[config.mk]
export PLATFORM = sky130hd
export DESIGN_NAME = cdso_serial_out
export DESIGN_NICKNAME = d
export VERILOG_FILES = /design/src/hw/cdso_pkg.sv /design/src/hw/cdso_serial_out.sv
export SDC_FILE = /design/constraint.sdc
export NUM_CORES = 1
export LEC_CHECK = 0
export BUFFER_PORTS_ARGS = -buffer_cell sky130_fd_sc_hd__buf_2
export CORE_MARGIN = 4
export CORE_UTILIZATION = 65
export CTS_BUF_LIST = sky130_fd_sc_hd__clkbuf_2
export CTS_CLUSTER_DIAMETER = 80
export CTS_CLUSTER_SIZE = 24
export DETAILED_ROUTE_END_ITERATION = 8
export PLACE_DENSITY_LB_ADDON = 0.05
export SLEW_MARGIN = 25
export SYNTH_ARGS = -nofsm -noshare
export SYNTH_HDL_FRONTEND = slang
export SYNTH_SLANG_ARGS = --single-unit
[constraint.sdc]
create_clock -name clk_sys -period 4.2 [get_ports clk_sys]
set_input_delay 0.42 -clock clk_sys [delete_from_list [all_inputs] [get_ports clk_sys]]
set_output_delay 0.42 -clock clk_sys [all_outputs]
set_load 0.05 [all_outputs]
[src/hw/cdso_pkg.sv]
// Constants and types for the compute data serial output port
// Functional notes
// - Enable bit turns segment pins 3, 4, 5 into serial clock, data, frame.
// - Segment pin 6 is ready output only when ready enable and enable both set.
// - With serial enabled, pins 3, 4, 5 serve the port regardless of display settings.
// - Serial clock is 5 MHz with fast select low, 10 MHz with it high.
// - Clock gating low keeps the serial clock toggling continuously.
// - Clock gating high holds serial clock low whenever no bits shift.
// - Frame interval 0 pulses once per block; 1, 2, 3 every 8, 16, 32 bits.
// - Frame polarity 0 gives active-high pulse, 1 gives active-low pulse.
// - Ready polarity 0 gives active-high ready, 1 gives active-low ready.
// - Enabled port sends data-memory words from start address through end address.
package cdso_pkg;

   // Register map, byte addresses on the register port
   localparam logic [15:0] ADDR_CONTROL = 16'h2070;
   localparam logic [15:0] ADDR_START   = 16'h2071;
   localparam logic [15:0] ADDR_END     = 16'h2072;
   localparam logic [15:0] ADDR_STATUS  = 16'h2073;

   // Reset values
   localparam logic [7:0] CONTROL_RESET = 8'h00;
   localparam logic [7:0] START_RESET   = 8'h00;
   localparam logic [7:0] END_RESET     = 8'h00;

   // Control field positions
   localparam int BIT_ENABLE     = 7;
   localparam int BIT_FAST_CLOCK = 6;
   localparam int BIT_CLOCK_GATE = 5;
   localparam int BIT_FRAME_HI   = 4;
   localparam int BIT_FRAME_LO   = 3;
   localparam int BIT_FRAME_POL  = 2;
   localparam int BIT_READY_EN   = 1;
   localparam int BIT_READY_POL  = 0;

   // Status field positions
   localparam int STAT_BUSY  = 0;
   localparam int STAT_SHIFT = 1;

   // Frame interval codes
   localparam logic [1:0] FRAME_BLOCK = 2'h0;
   localparam logic [1:0] FRAME_8     = 2'h1;
   localparam logic [1:0] FRAME_16    = 2'h2;
   localparam logic [1:0] FRAME_32    = 2'h3;

   // Serial clock timing from the system clock rate
   localparam int SYS_CLK_KHZ     = 250000;
   localparam int SCLK_SLOW_KHZ   = 5000;
   localparam int SCLK_FAST_KHZ   = 10000;
   localparam int SLOW_PERIOD_CYC = SYS_CLK_KHZ / SCLK_SLOW_KHZ;
   localparam int FAST_PERIOD_CYC = SYS_CLK_KHZ / SCLK_FAST_KHZ;
   // Low phase takes the odd cycle so the high phase never exceeds half
   localparam int SLOW_LOW_CYC    = (SLOW_PERIOD_CYC + 1) / 2;
   localparam int FAST_LOW_CYC    = (FAST_PERIOD_CYC + 1) / 2;
   localparam int DIV_W           = 7;

   // Data memory geometry
   localparam int WORD_W = 32;
   localparam int ADDR_W = 8;

   typedef enum logic [1:0] {
      ST_IDLE,
      ST_LOAD,
      ST_ARMED,
      ST_SHIFT
   } cdso_state_t;

endpackage : cdso_pkg

[src/hw/cdso_serial_out.sv]
// Compute data serial output port: registers, clock divider, shifter, pin mux
//
// Our own choice: the plain strobed port.
`timescale 1ns/1ps
module cdso_serial_out
   import cdso_pkg::*;
(
   // Clock and reset
   input  wire logic              clk_sys,
   input  wire logic              rstn,
   // Register port
   input  wire logic [15:0]       regAddr,
   input  wire logic [7:0]        regWdata,
   input  wire logic              regWr,
   input  wire logic              regRd,
   output logic      [7:0]        regRdata,
   // Block start from the compute engine, one-cycle pulse
   input  wire logic              blockStart,
   // Data memory read port, data one cycle after the address
   output logic      [ADDR_W-1:0] memAddr,
   output logic                   memRdEn,
   input  wire logic [WORD_W-1:0] memData,
   // Display driver levels for segment pins 3 to 6
   input  wire logic [3:0]        displaySeg,
   // Shared segment pins 3 to 6
   output logic [3:0]             segPin
);

   typedef struct packed {
      logic [7:0]        control;
      logic [7:0]        startAddr;
      logic [7:0]        endAddr;
      logic [7:0]        rdata;
      cdso_state_t       state;
      logic [DIV_W-1:0]  divCnt;
      logic              sclk;
      logic              sdata;
      logic              frame;
      logic              ready;
      logic [WORD_W-1:0] shiftReg;
      logic [WORD_W-1:0] nextWord;
      logic [4:0]        bitIdx;
      logic [ADDR_W-1:0] wordAddr;
      logic [ADDR_W-1:0] memAddr;
      logic              memRdEn;
      logic              fetchFirst;
      logic              fetchNext;
      logic              capFirst;
      logic              capNext;
      logic [3:0]        pins;
   } cdso_regs_t;

   cdso_regs_t r_q;
   cdso_regs_t r_d;

   // Memory read timeline: read strobe in cycle n, data on memData in n+1,
   // captured into the shifter at the end of n+1. Words are fetched one
   // word ahead, so each read has a full word time of slack.

   // Frame boundary for the current interval code
   function automatic logic frameStart(input logic [1:0] code, input logic [4:0] idx,
                                       input logic firstOfBlock);
      logic hit;
      hit = 1'b0;
      unique case (code)
         // Code 0 ignores the bit index; only the first bit of a block qualifies
         FRAME_BLOCK: hit = firstOfBlock;
         FRAME_8:     hit = (idx[2:0] == 3'h0);
         FRAME_16:    hit = (idx[3:0] == 4'h0);
         FRAME_32:    hit = (idx == 5'h00);
      endcase
      return hit;
   endfunction : frameStart

   // Pin levels for an asserted or idle strobe of a given polarity
   function automatic logic polarLevel(input logic active, input logic invert);
      return active ^ invert;
   endfunction : polarLevel

   logic              enable;
   logic              fastClk;
   logic              gateClk;
   logic [1:0]        frameCode;
   logic              framePol;
   logic              readyEn;
   logic              readyPol;
   logic [DIV_W-1:0]  periodCyc;
   logic [DIV_W-1:0]  lowCyc;
   logic              boundary;
   logic [DIV_W-1:0]  divNext;

   // Control field decode
   always_comb
   begin
      enable    = r_q.control[BIT_ENABLE];
      fastClk   = r_q.control[BIT_FAST_CLOCK];
      gateClk   = r_q.control[BIT_CLOCK_GATE];
      frameCode = r_q.control[BIT_FRAME_HI:BIT_FRAME_LO];
      framePol  = r_q.control[BIT_FRAME_POL];
      readyEn   = r_q.control[BIT_READY_EN];
      readyPol  = r_q.control[BIT_READY_POL];
      periodCyc = fastClk ? DIV_W'(FAST_PERIOD_CYC) : DIV_W'(SLOW_PERIOD_CYC);
      lowCyc    = fastClk ? DIV_W'(FAST_LOW_CYC) : DIV_W'(SLOW_LOW_CYC);
      // Compare with >= so a switch to the faster rate cannot overrun the count
      boundary  = (r_q.divCnt >= periodCyc - DIV_W'(1));
      divNext   = boundary ? '0 : r_q.divCnt + DIV_W'(1);
   end

   // Next-state logic for registers, divider, shifter and pins
   always_comb
   begin
      r_d         = r_q;
      r_d.memRdEn    = 1'b0;
      r_d.fetchFirst = 1'b0;
      r_d.fetchNext  = 1'b0;

      // Capture strobes trail each read by one cycle to match the memory latency
      r_d.capFirst   = r_q.fetchFirst;
      r_d.capNext    = r_q.fetchNext;

      // Register writes
      // Status address is read only; writes there fall to the default arm
      if (regWr)
      begin
         unique case (regAddr)
            ADDR_CONTROL: r_d.control   = regWdata;
            ADDR_START:   r_d.startAddr = regWdata;
            ADDR_END:     r_d.endAddr   = regWdata;
            default:      ;
         endcase
      end

      // Register reads, data valid only in the following cycle
      r_d.rdata = 8'h00;
      if (regRd)
      begin
         unique case (regAddr)
            ADDR_CONTROL: r_d.rdata = r_q.control;
            ADDR_START:   r_d.rdata = r_q.startAddr;
            ADDR_END:     r_d.rdata = r_q.endAddr;
            // Status bits are derived live; nothing sticky to clear
            ADDR_STATUS:
            begin
               r_d.rdata[STAT_BUSY]  = (r_q.state != ST_IDLE);
               r_d.rdata[STAT_SHIFT] = (r_q.state == ST_SHIFT);
            end
            default:      r_d.rdata = 8'h00;
         endcase
      end

      // Free-running divider; sets the serial bit period
      r_d.divCnt = divNext;

      // Memory data capture in the cycle the read data stands
      if (r_q.capFirst)
         r_d.shiftReg = memData;
      if (r_q.capNext)
         r_d.nextWord = memData;

      // Transfer sequencing
      unique case (r_q.state)
         ST_IDLE:
         begin
            // A start pulse while busy or disabled is simply dropped
            if (enable && blockStart)
            begin
               r_d.memAddr    = r_q.startAddr;
               r_d.memRdEn    = 1'b1;
               r_d.fetchFirst = 1'b1;
               r_d.wordAddr = r_q.startAddr;
               r_d.state    = ST_LOAD;
            end
         end
         ST_LOAD:
         begin
            // Arm only once the first word lands; arming earlier sends a stale word
            if (r_q.capFirst)
            begin
               r_d.state = ST_ARMED;
               r_d.ready = 1'b1;
            end
         end
         ST_ARMED:
         begin
            if (boundary)
            begin
               // First bit goes out on the falling edge that starts the period
               r_d.sdata    = r_q.shiftReg[WORD_W-1];
               r_d.shiftReg = r_q.shiftReg << 1;
               r_d.bitIdx   = 5'h00;
               r_d.frame    = frameStart(frameCode, 5'h00, 1'b1);
               r_d.state    = ST_SHIFT;
               // Fetch the second word while the first one shifts
               if (r_q.wordAddr != r_q.endAddr)
               begin
                  r_d.memAddr   = r_q.wordAddr + ADDR_W'(1);
                  r_d.memRdEn   = 1'b1;
                  r_d.fetchNext = 1'b1;
               end
            end
         end
         ST_SHIFT:
         begin
            if (boundary)
            begin
               // Word boundary: finish the block or swap in the prefetched word
               if (r_q.bitIdx == 5'h1F)
               begin
                  if (r_q.wordAddr == r_q.endAddr)
                  begin
                     // Whole block sent; lines go quiet
                     r_d.state = ST_IDLE;
                     r_d.sdata = 1'b0;
                     r_d.frame = 1'b0;
                     r_d.ready = 1'b0;
                  end
                  else
                  begin
                     r_d.sdata    = r_q.nextWord[WORD_W-1];
                     r_d.shiftReg = r_q.nextWord << 1;
                     r_d.bitIdx   = 5'h00;
                     r_d.wordAddr = r_q.wordAddr + ADDR_W'(1);
                     r_d.frame    = frameStart(frameCode, 5'h00, 1'b0);
                     // Prefetch the word after next while this one shifts
                     if (r_q.wordAddr + ADDR_W'(1) != r_q.endAddr)
                     begin
                        r_d.memAddr   = r_q.wordAddr + ADDR_W'(2);
                        r_d.memRdEn   = 1'b1;
                        r_d.fetchNext = 1'b1;
                     end
                  end
               end
               else
               begin
                  // Mid-word: next bit out, most significant first
                  r_d.sdata    = r_q.shiftReg[WORD_W-1];
                  r_d.shiftReg = r_q.shiftReg << 1;
                  r_d.bitIdx   = r_q.bitIdx + 5'h01;
                  r_d.frame    = frameStart(frameCode, r_q.bitIdx + 5'h01, 1'b0);
               end
            end
         end
      endcase

      // Disabling the port aborts any block in progress
      // A fetch still in flight only refills the shifter or nextWord; the next start reloads them
      if (!enable)
      begin
         r_d.state = ST_IDLE;
         r_d.sdata = 1'b0;
         r_d.frame = 1'b0;
         r_d.ready = 1'b0;
      end

      // Serial clock: low in the first part of each period, high in the rest
      // Gating looks at the next state so the clock stops on the same edge
      if (gateClk && r_d.state != ST_SHIFT)
         r_d.sclk = 1'b0;
      else
         r_d.sclk = (divNext >= lowCyc);

      // Shared pin mux, serial function wins over display settings
      if (enable)
      begin
         r_d.pins[0] = r_q.sclk;
         r_d.pins[1] = r_q.sdata;
         r_d.pins[2] = polarLevel(r_q.frame, framePol);
      end
      else
      begin
         r_d.pins[2:0] = displaySeg[2:0];
      end

      // Ready pin needs both enables; otherwise the display keeps segment pin 6
      if (enable && readyEn)
         r_d.pins[3] = polarLevel(r_q.ready, readyPol);
      else
         r_d.pins[3] = displaySeg[3];
   end

   // State register, synchronous reset
   // Pins sit low during reset; display levels return one cycle after release
   always_ff @(posedge clk_sys)
   begin
      if (!rstn)
      begin
         r_q           <= '0;
         r_q.control   <= CONTROL_RESET;
         r_q.startAddr <= START_RESET;
         r_q.endAddr   <= END_RESET;
         r_q.state     <= ST_IDLE;
      end
      else
      begin
         r_q <= r_d;
      end
   end

   // Outputs straight from flops
   // No logic after the flops, so the shared pins switch without glitches
   assign regRdata = r_q.rdata;
   assign memAddr  = r_q.memAddr;
   assign memRdEn  = r_q.memRdEn;
   assign segPin   = r_q.pins;

endmodule : cdso_serial_out

Word-level counts from Yosys, hierarchy flattened. Cells that the tools add are included.

Register bits: 139. Bits of input ports: 65. Output and inout port bits: 21.

Add/subtract/negate cells: 5. $lt $le $gt $ge: 2. Equal/unequal tests: 25. Mux-type cells: 51. Bitwise gates (word level): 3. Reductions and logical operators: 27.

Operators by type and width (count): 32-bit 2-to-1 mux (4); 16-bit by 14-bit equality test with 1-bit output, second input constant (4); 32-bit one-hot mux with 2 select lines (1); 22-bit 2-to-1 mux (2); 35-bit 2-to-1 mux (1); 9-bit 2-to-1 mux (3); 9-bit one-hot mux with 3 select lines (1); 2-bit 2-to-1 mux (10); 18-bit 2-to-1 mux (1); 6-bit one-hot mux with 3 select lines (1); 17-bit 2-to-1 mux (1); 8-bit inequality test (2); 2-bit one-hot mux with 4 select lines (2); 8-bit one-hot mux with 2 select lines (1); 5-bit 2-to-1 mux (3); 2-bit inequality test, second input constant (7); 2-bit AND reduction (6); 1-bit 2-to-1 mux (11); 5-bit one-hot mux with 2 select lines (1); 5-bit AND reduction (2); 8-bit by 1-bit adder with 8-bit output, second input constant (1); 8-bit by 2-bit adder with 8-bit output, second input constant (1); 2-bit equality test, second input constant (4); 8-bit equality test (1); other kinds (30) (42).

Longest topological paths before layout. Gate-level depths: netlist (run 1).

Depth after elaboration: 9. Depth in mapped cells: 12. Gate-level depth less buffers: 12.

Worst setup path before layout (run 1). No wires, ideal clock.

Path type: register -> register. Start: register r_q[25] (netlist bit). End: register r_q[21] (netlist bit). Library setup time: 70 ps. Arrival time: 2256 ps. Required time: 4130 ps. Setup slack: 1874 ps. Cell stages (with the launch flop): 12. Path buffers: 2. Path through: dfxtp_1 -> ha_1 -> and3_1 -> ha_1 -> clkbuf_1 -> and3_1 -> nand2_1 -> or2_1 -> clkbuf_2 -> o31ai_1 -> nand2_1 -> a21oi_1.

Longest elaborated chain between the ends: 3.

Ends and longest elaborated chain: start: declaration (RTL line cdso_serial_out.sv:53) `cdso_regs_t r_q;`; start signal: assignment (RTL line cdso_serial_out.sv:295) `r_q <= r_d;`; 5-bit equality test (RTL line cdso_serial_out.sv:207) `if (r_q.bitIdx == 5'h1F)`; 2-bit by 1-bit inequality test with 1-bit output (no line); 5-bit AND reduction (no line).

Every way passes these cells. A chain may end at the register's enable or synchronous reset.

Worst setup path in the final report (run 1).
Start: register r_q (netlist bit fastClk). End: register r_q[76] (netlist bit).

Longest elaborated chain between the ends: 5. Elaborated cells between the ends (all ways): 6.

Ends and longest elaborated chain: 6-bit 2-to-1 mux (*) (RTL line cdso_serial_out.sv:102) `periodCyc = fastClk ? DIV_W'(FAST_PERIOD_CYC) : DIV_W'(SLOW_PERIOD_CYC);`; 6-bit by 1-bit subtractor with 7-bit output (*) (RTL line cdso_serial_out.sv:105) `boundary = (r_q.divCnt >= periodCyc - DIV_W'(1));`; 7-bit >= comparator (*) (RTL line cdso_serial_out.sv:105); 35-bit 2-to-1 mux or 32-bit 2-to-1 mux (tied branches) (RTL line cdso_serial_out.sv:204, cdso_serial_out.sv:185); 32-bit one-hot mux with 2 select lines (*) (RTL line cdso_serial_out.sv:161) `unique case (r_q.state)`.

Every way passes the cells marked *; elsewhere a longest branch is shown, timed or not. The select of a mux whose other input is x is not followed.

==> metrics.txt, run 1 <==
IO Port Bufs=85; cts repair resizes=0; chip width=111 um; Core Area=10400 sq um; Rel. slew slack=0.306; CTS max path bufs=2; Place WS=1170 ps; slowest CP cell=a31oi_4; ANT nets after route=0; Worst-Skew Late Latency=680 ps; DRT iter0 DRCs=341; FMAX=331 MHz; Logic pwr share=0.055; first-pass GRT wire length=28000 um; syn avg cell area=9.04 sq um; CP endpoint kind=flop; Root Buffer=clkbuf_2; Yosys warning total=0; status=completed; Synth top area share=0.400; gr usage total=0.271; Clock Skew=34.0 ps; layout cell share with drive strength beyond 1=0.178; fin nets=928; Internal Pwr Total=1.73 mW; DRT Pass-1 Iters=8; largest net degree at the start of global routing=72; Sink Count=139; final setup vio count=0; Starting Density=0.670; fin cells=1001; CP Class=flop to flop; Worst Tran Pin Value=1040 ps; post-route setup slack=1180 ps; Max rail drop VDD=0.000186 V; Psw=0.573 mW; drt drc=0; CP most frequent cell=nor2_1; Min-Delay Path Class=input port to flop; Synth Cell Area=6950 sq um; Wirelength per Cell=16.8 um; worst-path fanout max=23; Synth area leaders=dfxtp_1 (40%), mux2i_1 (14%), nor2_1 (8.6%); Syn Inst Count=769; switch share=0.249; CTS H-tree lvls=4; Setup Buffers After CTS=0; Max Cap Viol=0; cell taking the most area after synthesis=dfxtp_1; vias per cell=5.85; Ports=86; share of async-settable or async-resettable flops after synthesis=0; Syn Nets=845; predominant post-synthesis flop cell=dfxtp_1; CTS Buf Count=17; Clock transition at path regs=230 ps; most frequent cell after synthesis=nor2_1; hold path depth=2; Final period util=0.719; Cell Chain, Critical Path=inv_1, ha_1, nand3_1, o21ai_2, nand2_1, a31oi_4, buf_4, nor2_1, a221oi_1, nor2_1; Sum Neg Setup Slack=0 ps; Post-synth EDFFs=0; n_diodes=0; Arr. time, crit path=3570 ps; Fin. Hold Viols=0; RePlAce Congestion=0.914; initial antenna violation count=0; die area=12400 sq um; Worst R2R Path Depth=10; Pleak=3.10 nW; Layout Area Growth over Synthesis=13.2%; Yosys cell types=75; Max stage delay on crit path=620 ps; sequential-to-total area share from yosys stat=0.400; RSZ-0062 raised after global routing=no; power per cell area=292 nW/um^2; crit start category=flop; CP required=4750 ps; commonest cells in the netlist=nor2_1 (159), dfxtp_1 (139), mux2i_1 (95), nand2_1 (48), a221oi_1 (33); fin. max-slew vios=0; placed cells=924; total power=2.30 mW; total grt overflow=0; DRT Wirelength=16800 um; vias in the first global route=5834; Clock power frac=0.367; CTS tree=built; Tmin final=3020 ps; #FFs+latches synth=139; die height=111 um; share of power burned in registers=0.578; Std-Cell Rows=37; Post-DP HPWL=11100 um; via count=5853
-- final cells by class --
cell class | count | area [sq um]
clock buffer | 18 | 90.1
clock inverter | 14 | 170
sequential | 139 | 2790
inverter | 12 | 46.3
multi-input combinational | 548 | 3680
tap | 136 | 170
fill | 798 | 2500
timing repair buffer | 134 | 923
-- registers in the layout, summed over array words and instances, names as in the netlist --
signal	cells
segPin	4
gateClk	1
fastClk	1
memRdEn	1
frameCode	2
memAddr	8
r_q	110
r_d	2
enable	1
framePol	1
regRdata	8
-- kinds of logic (layout without fill, tap and decap cells) --
logic type | count (synthesis) | count (layout) | synth area share
and+or+nand+nor | 281 | 281 | 0.186
DFF | 139 | 139 | 0.400
AOI/OAI and AO/OA | 131 | 131 | 0.145
muxes | 99 | 99 | 0.145
buffers and inverters | 82 | 178 | 0.0700
xor gates and xnor gates | 26 | 26 | 0.0338
adders and majority gates | 11 | 11 | 0.0198
-- placed cells by master (no fill, tap or decap), drive strengths merged, types with 19 or more instances in the layout --
| cell | n |
|---|---|
| nor2 | 161 |
| a221oi | 35 |
| mux2i | 95 |
| o21ai | 19 |
| nand3 | 19 |
| buf | 90 |
| dfxtp | 139 |
| nand2 | 48 |
| a21oi | 30 |
| dlygate4sd3 | 44 |
-- path summary, 6_finish.rpt --
kind                            endpoint  slack (ps)    start
worst max-delay path             r_q[76]        1180  fastClk
worst min-delay path             r_q[22]         110     rstn
worst max register to register   r_q[76]        1180  fastClk
worst min register to register    r_q[5]         470   r_d[5]
-- metrics by stage --
| stage | hold slack [ps] | instance area [sq um] | util |
|---|---|---|---|
| 2_1_floorplan | 412 | 6950 | - |
| 3_3_place_gp | 422 | 7140 | 0.689 |
| 3_5_place_dp | 423 | 7140 | 0.689 |
| 4_1_cts | 68.9 | 7840 | 0.756 |
| 5_1_grt | 60.0 | 7870 | 0.759 |
| 6_report | 113 | 7870 | 0.759 |
-- repair_timing --
item | CTS | global route
endpoints found under the hold margin | 54 | 0
hold buffers | 44 | 0
endpoints found under the setup margin | 0 | 0
-- critical path, delay by kind of cell (launching register included) --
family                     cells  cell delay (ps)
AOI/OAI and AO/OA              3             1190
adders and majority gates      1              280
buffers and inverters          2              450
DFF                            1              450
and+or+nand+nor                4              550
-- layer usage --
layer / GRT usage / up-vias / routed length [um]
met5: 0 / - / 0
met4: 0.124 / 0 / 581
met3: 0.0500 / 41 / 972
met2: 0.455 / 203 / 8210
met1: 0.339 / 2760 / 7020
li1: - / 2849 / -
-- power by group through the flow --
stage	Combinational (mW)	Sequential, mW	Clock, mW
2_1_floorplan	0.0481	1.35	0
3_3_place_gp	0.0911	1.36	0
3_5_place_dp	0.0940	1.36	0
4_1_cts	0.125	1.33	0.855
5_1_grt	0.138	1.33	0.918
6_report	0.126	1.33	0.844
(Power assumes the default switching activity.)
==> run 2, diff against run 1 <==
--- a/config.mk
+++ b/config.mk
@@ -5,9 +5,10 @@
 export SDC_FILE = /design/constraint.sdc
 export NUM_CORES = 1
 export LEC_CHECK = 0
+export ABC_AREA = 1
 export BUFFER_PORTS_ARGS = -buffer_cell sky130_fd_sc_hd__buf_2
 export CORE_MARGIN = 4
-export CORE_UTILIZATION = 65
+export CORE_UTILIZATION = 56
 export CTS_BUF_LIST = sky130_fd_sc_hd__clkbuf_2
 export CTS_CLUSTER_DIAMETER = 80
 export CTS_CLUSTER_SIZE = 24
==> constraint.sdc (replaced) <==
create_clock -name clk_sys -period 2.6 [get_ports clk_sys]
set_input_delay 0.26 -clock clk_sys [delete_from_list [all_inputs] [get_ports clk_sys]]
set_output_delay 0.26 -clock clk_sys [all_outputs]
set_load 0.05 [all_outputs]
==> metrics.txt, run 2 <==
status=completed; cell taking the most area after synthesis=dfxtp_1; critical path capture point=r_q[28]; Post-DP HPWL=15200 um; die height=129 um; Internal Pwr Total=2.70 mW; Ports=86; Cell Area, Placed=8540 sq um; Core Area=14000 sq um; most common cell after layout, fill and taps aside=nand2_1; Reg with most FFs=r_q; Synth area leaders=dfxtp_1 (34%), nand2_1 (13%), nand3_1 (8.5%); worst reg2reg endpoint=r_q[28]; max reg flops=110; fin nets=1430; first-pass GRT wire length=38600 um; Clock Skew=41.7 ps; layout cell share with drive strength beyond 1=0.140; CP endpoint kind=flop; DRT Pass-1 Iters=7; Psw=0.962 mW; Yosys warning total=0; Logic pwr share=0.059; Pleak=4.47 nW; Std-Cell Rows=43; sequential-to-total area share from yosys stat=0.342; Sum Neg Setup Slack=0 ps; worst-path fanout max=22; Final period util=0.913; most frequent cells in the layout=nand2_1 (280), nor2_1 (161), inv_1 (141); R2R Path Start=fastClk; fin cells=1548; initial antenna violation count=1; IO Port Bufs=85; syn avg cell area=6.48 sq um; CTS tree=built; Yosys cell types=42; Critical path buffers and inverters=3; post-route design area=9350 sq um; ANT nets after route=0; DRT Wirelength=23500 um; Layout Area Growth over Synthesis=14.8%; CP most frequent cell=inv_1; Starting Density=0.580; Rel. slew slack=0.371; total grt overflow=0; final setup vio count=0; power per cell area=391 nW/um^2; crit start category=flop; RePlAce Congestion=0.923; Worst-Skew Late Latency=760 ps; CTS Buf Count=17; CP Class=flop to flop; via count=8364; placed cells=1458; most frequent cell after synthesis=nand2_1; Tmin final=2370 ps; vias in the first global route=7622; fin. max-slew vios=0; Clock transition at path regs=210 ps; Clock power frac=0.354; vias per cell=5.40; largest net degree at the start of global routing=85; CP required=3270 ps; Synth top area share=0.342; min-delay src=regAddr[15]; CP Depth=9; Synth Cell Area=8140 sq um; switch share=0.263; total power=3.66 mW; Worst Setup SP=fastClk; drt drc=0; predominant post-synthesis flop cell=dfxtp_1; commonest cells in the netlist=nand2_1 (280), nor2_1 (162), inv_1 (141), dfxtp_1 (139), nand3_1 (138); cts repair resizes=0; Max Cap Viol=0; Root Buffer=clkbuf_2; Cell Chain, Critical Path=inv_1, ha_1, inv_1, nor2_1, nand3_1, nand3_4, nand3_2, buf_4, o32ai_1; share of async-settable or async-resettable flops after synthesis=0; Sink Count=139; CTS max path bufs=2; Syn Nets=1332; Reg2Reg Setup Slack=230 ps; Max rail drop VDD=0.000315 V; share of power burned in registers=0.587; die area=16500 sq um; Wirelength per Cell=15.2 um; slowest CP cell=nand3_2; chip width=129 um; Fin. Hold Viols=0; worst hold slack=70.2 ps; Max stage delay on crit path=470 ps; DRT iter0 DRCs=941; FMAX=421 MHz; fillcell total=1320; Min-Delay Path Class=input port to flop; #FFs+latches synth=139; gr usage total=0.289; Arr. time, crit path=3040 ps; Worst R2R Path Depth=9; RSZ-0062 raised after global routing=no; Worst Tran Pin Value=942 ps; Post-synth EDFFs=0; Syn Inst Count=1256; CTS H-tree lvls=4; Top delay family on crit path=simple AND/OR/NAND/NOR gates
## run 2: cell count changes in the layout (fill, tap and decap cells not counted), moves of 21 or more
| cell | change |
|---|---|
| nand3_1 | +120 |
| inv_1 | +132 |
| mux2i_1 | -93 |
| o21ai_0 | +71 |
| nand2_1 | +232 |
| o211ai_1 | +21 |
| a221oi_1 | -33 |
## run 2: power groups by stage
stage               Sequential (mW)  Combinational [mW]  Clock [mW]
finish                         2.15               0.217        1.29
global placement               2.19               0.153           0
detailed placement             2.19               0.152           0
global route                   2.15               0.237        1.41
CTS                            2.15               0.212        1.31
floorplan                      2.19              0.0747           0
## run 2: worst min path at each step
stage	end	cells past startpoint	slack (ps)
after detailed placement	r_q[4]	2	410
after global placement	r_q[5]	2	400
final	regRdata[0]	8	70
after floorplan	r_q[4]	2	390
after global routing	regRdata[0]	8	70
after CTS	regRdata[0]	8	20
## run 2: kinds of logic after synthesis
family | count (synthesis) | share of synthesized area
AOI/OAI and AO/OA | 198 | 0.142
adders and majority gates | 11 | 0.0169
xor gates and xnor gates | 16 | 0.0172
buffers and inverters | 234 | 0.125
DFF | 139 | 0.342
muxes | 2 | 0.00246
and+or+nand+nor | 656 | 0.354
## run 2: per-stage QoR
step                      setup slack [ps]  utilization
after floorplan                        312            -
after global placement                 321        0.608
after detailed placement               276        0.608
after CTS                              219        0.664
after global routing                  75.6        0.666
final                                  227        0.666
## run 2: layer usage
| layer | vias up | GRT usage | share of wire |
|---|---|---|---|
| li1 | 4234 | - | - |
| met1 | 3784 | 0.429 | 0.48 |
| met2 | 326 | 0.427 | 0.43 |
| met3 | 20 | 0.0627 | 0.078 |
| met4 | 0 | 0.0716 | 0.011 |
| met5 | - | 0 | 0 |
## run 2: area by class of cell
cell class	count	area (sq um)	share of cell area
inverter	151	567	0.0607
clock inverter	11	123	0.0131
timing repair buffer	162	1190	0.128
tap	180	225	0.0241
sequential	139	2780	0.298
clock buffer	20	100	0.0107
multi-input combinational	883	4350	0.465
antenna	2	5.00	0.000536
## run 2: timing repair
| item | 4_1_cts | 5_1_grt |
|---|---|---|
| hold buffers | 56 | 0 |
| hold endpoints to repair | 90 | 0 |
| buffers inserted | 0 | 1 |
| endpoints found under the setup margin | 0 | 5 |
## run 2: worst reg2reg max path, stage by stage (launching register included)
cell     delay [ps]
dfxtp_1         400
inv_1           110
ha_1            310
inv_1            40
nor2_1           90
nand3_1         120
nand3_4         220
nand3_2         480
buf_4           340
o32ai_1         190
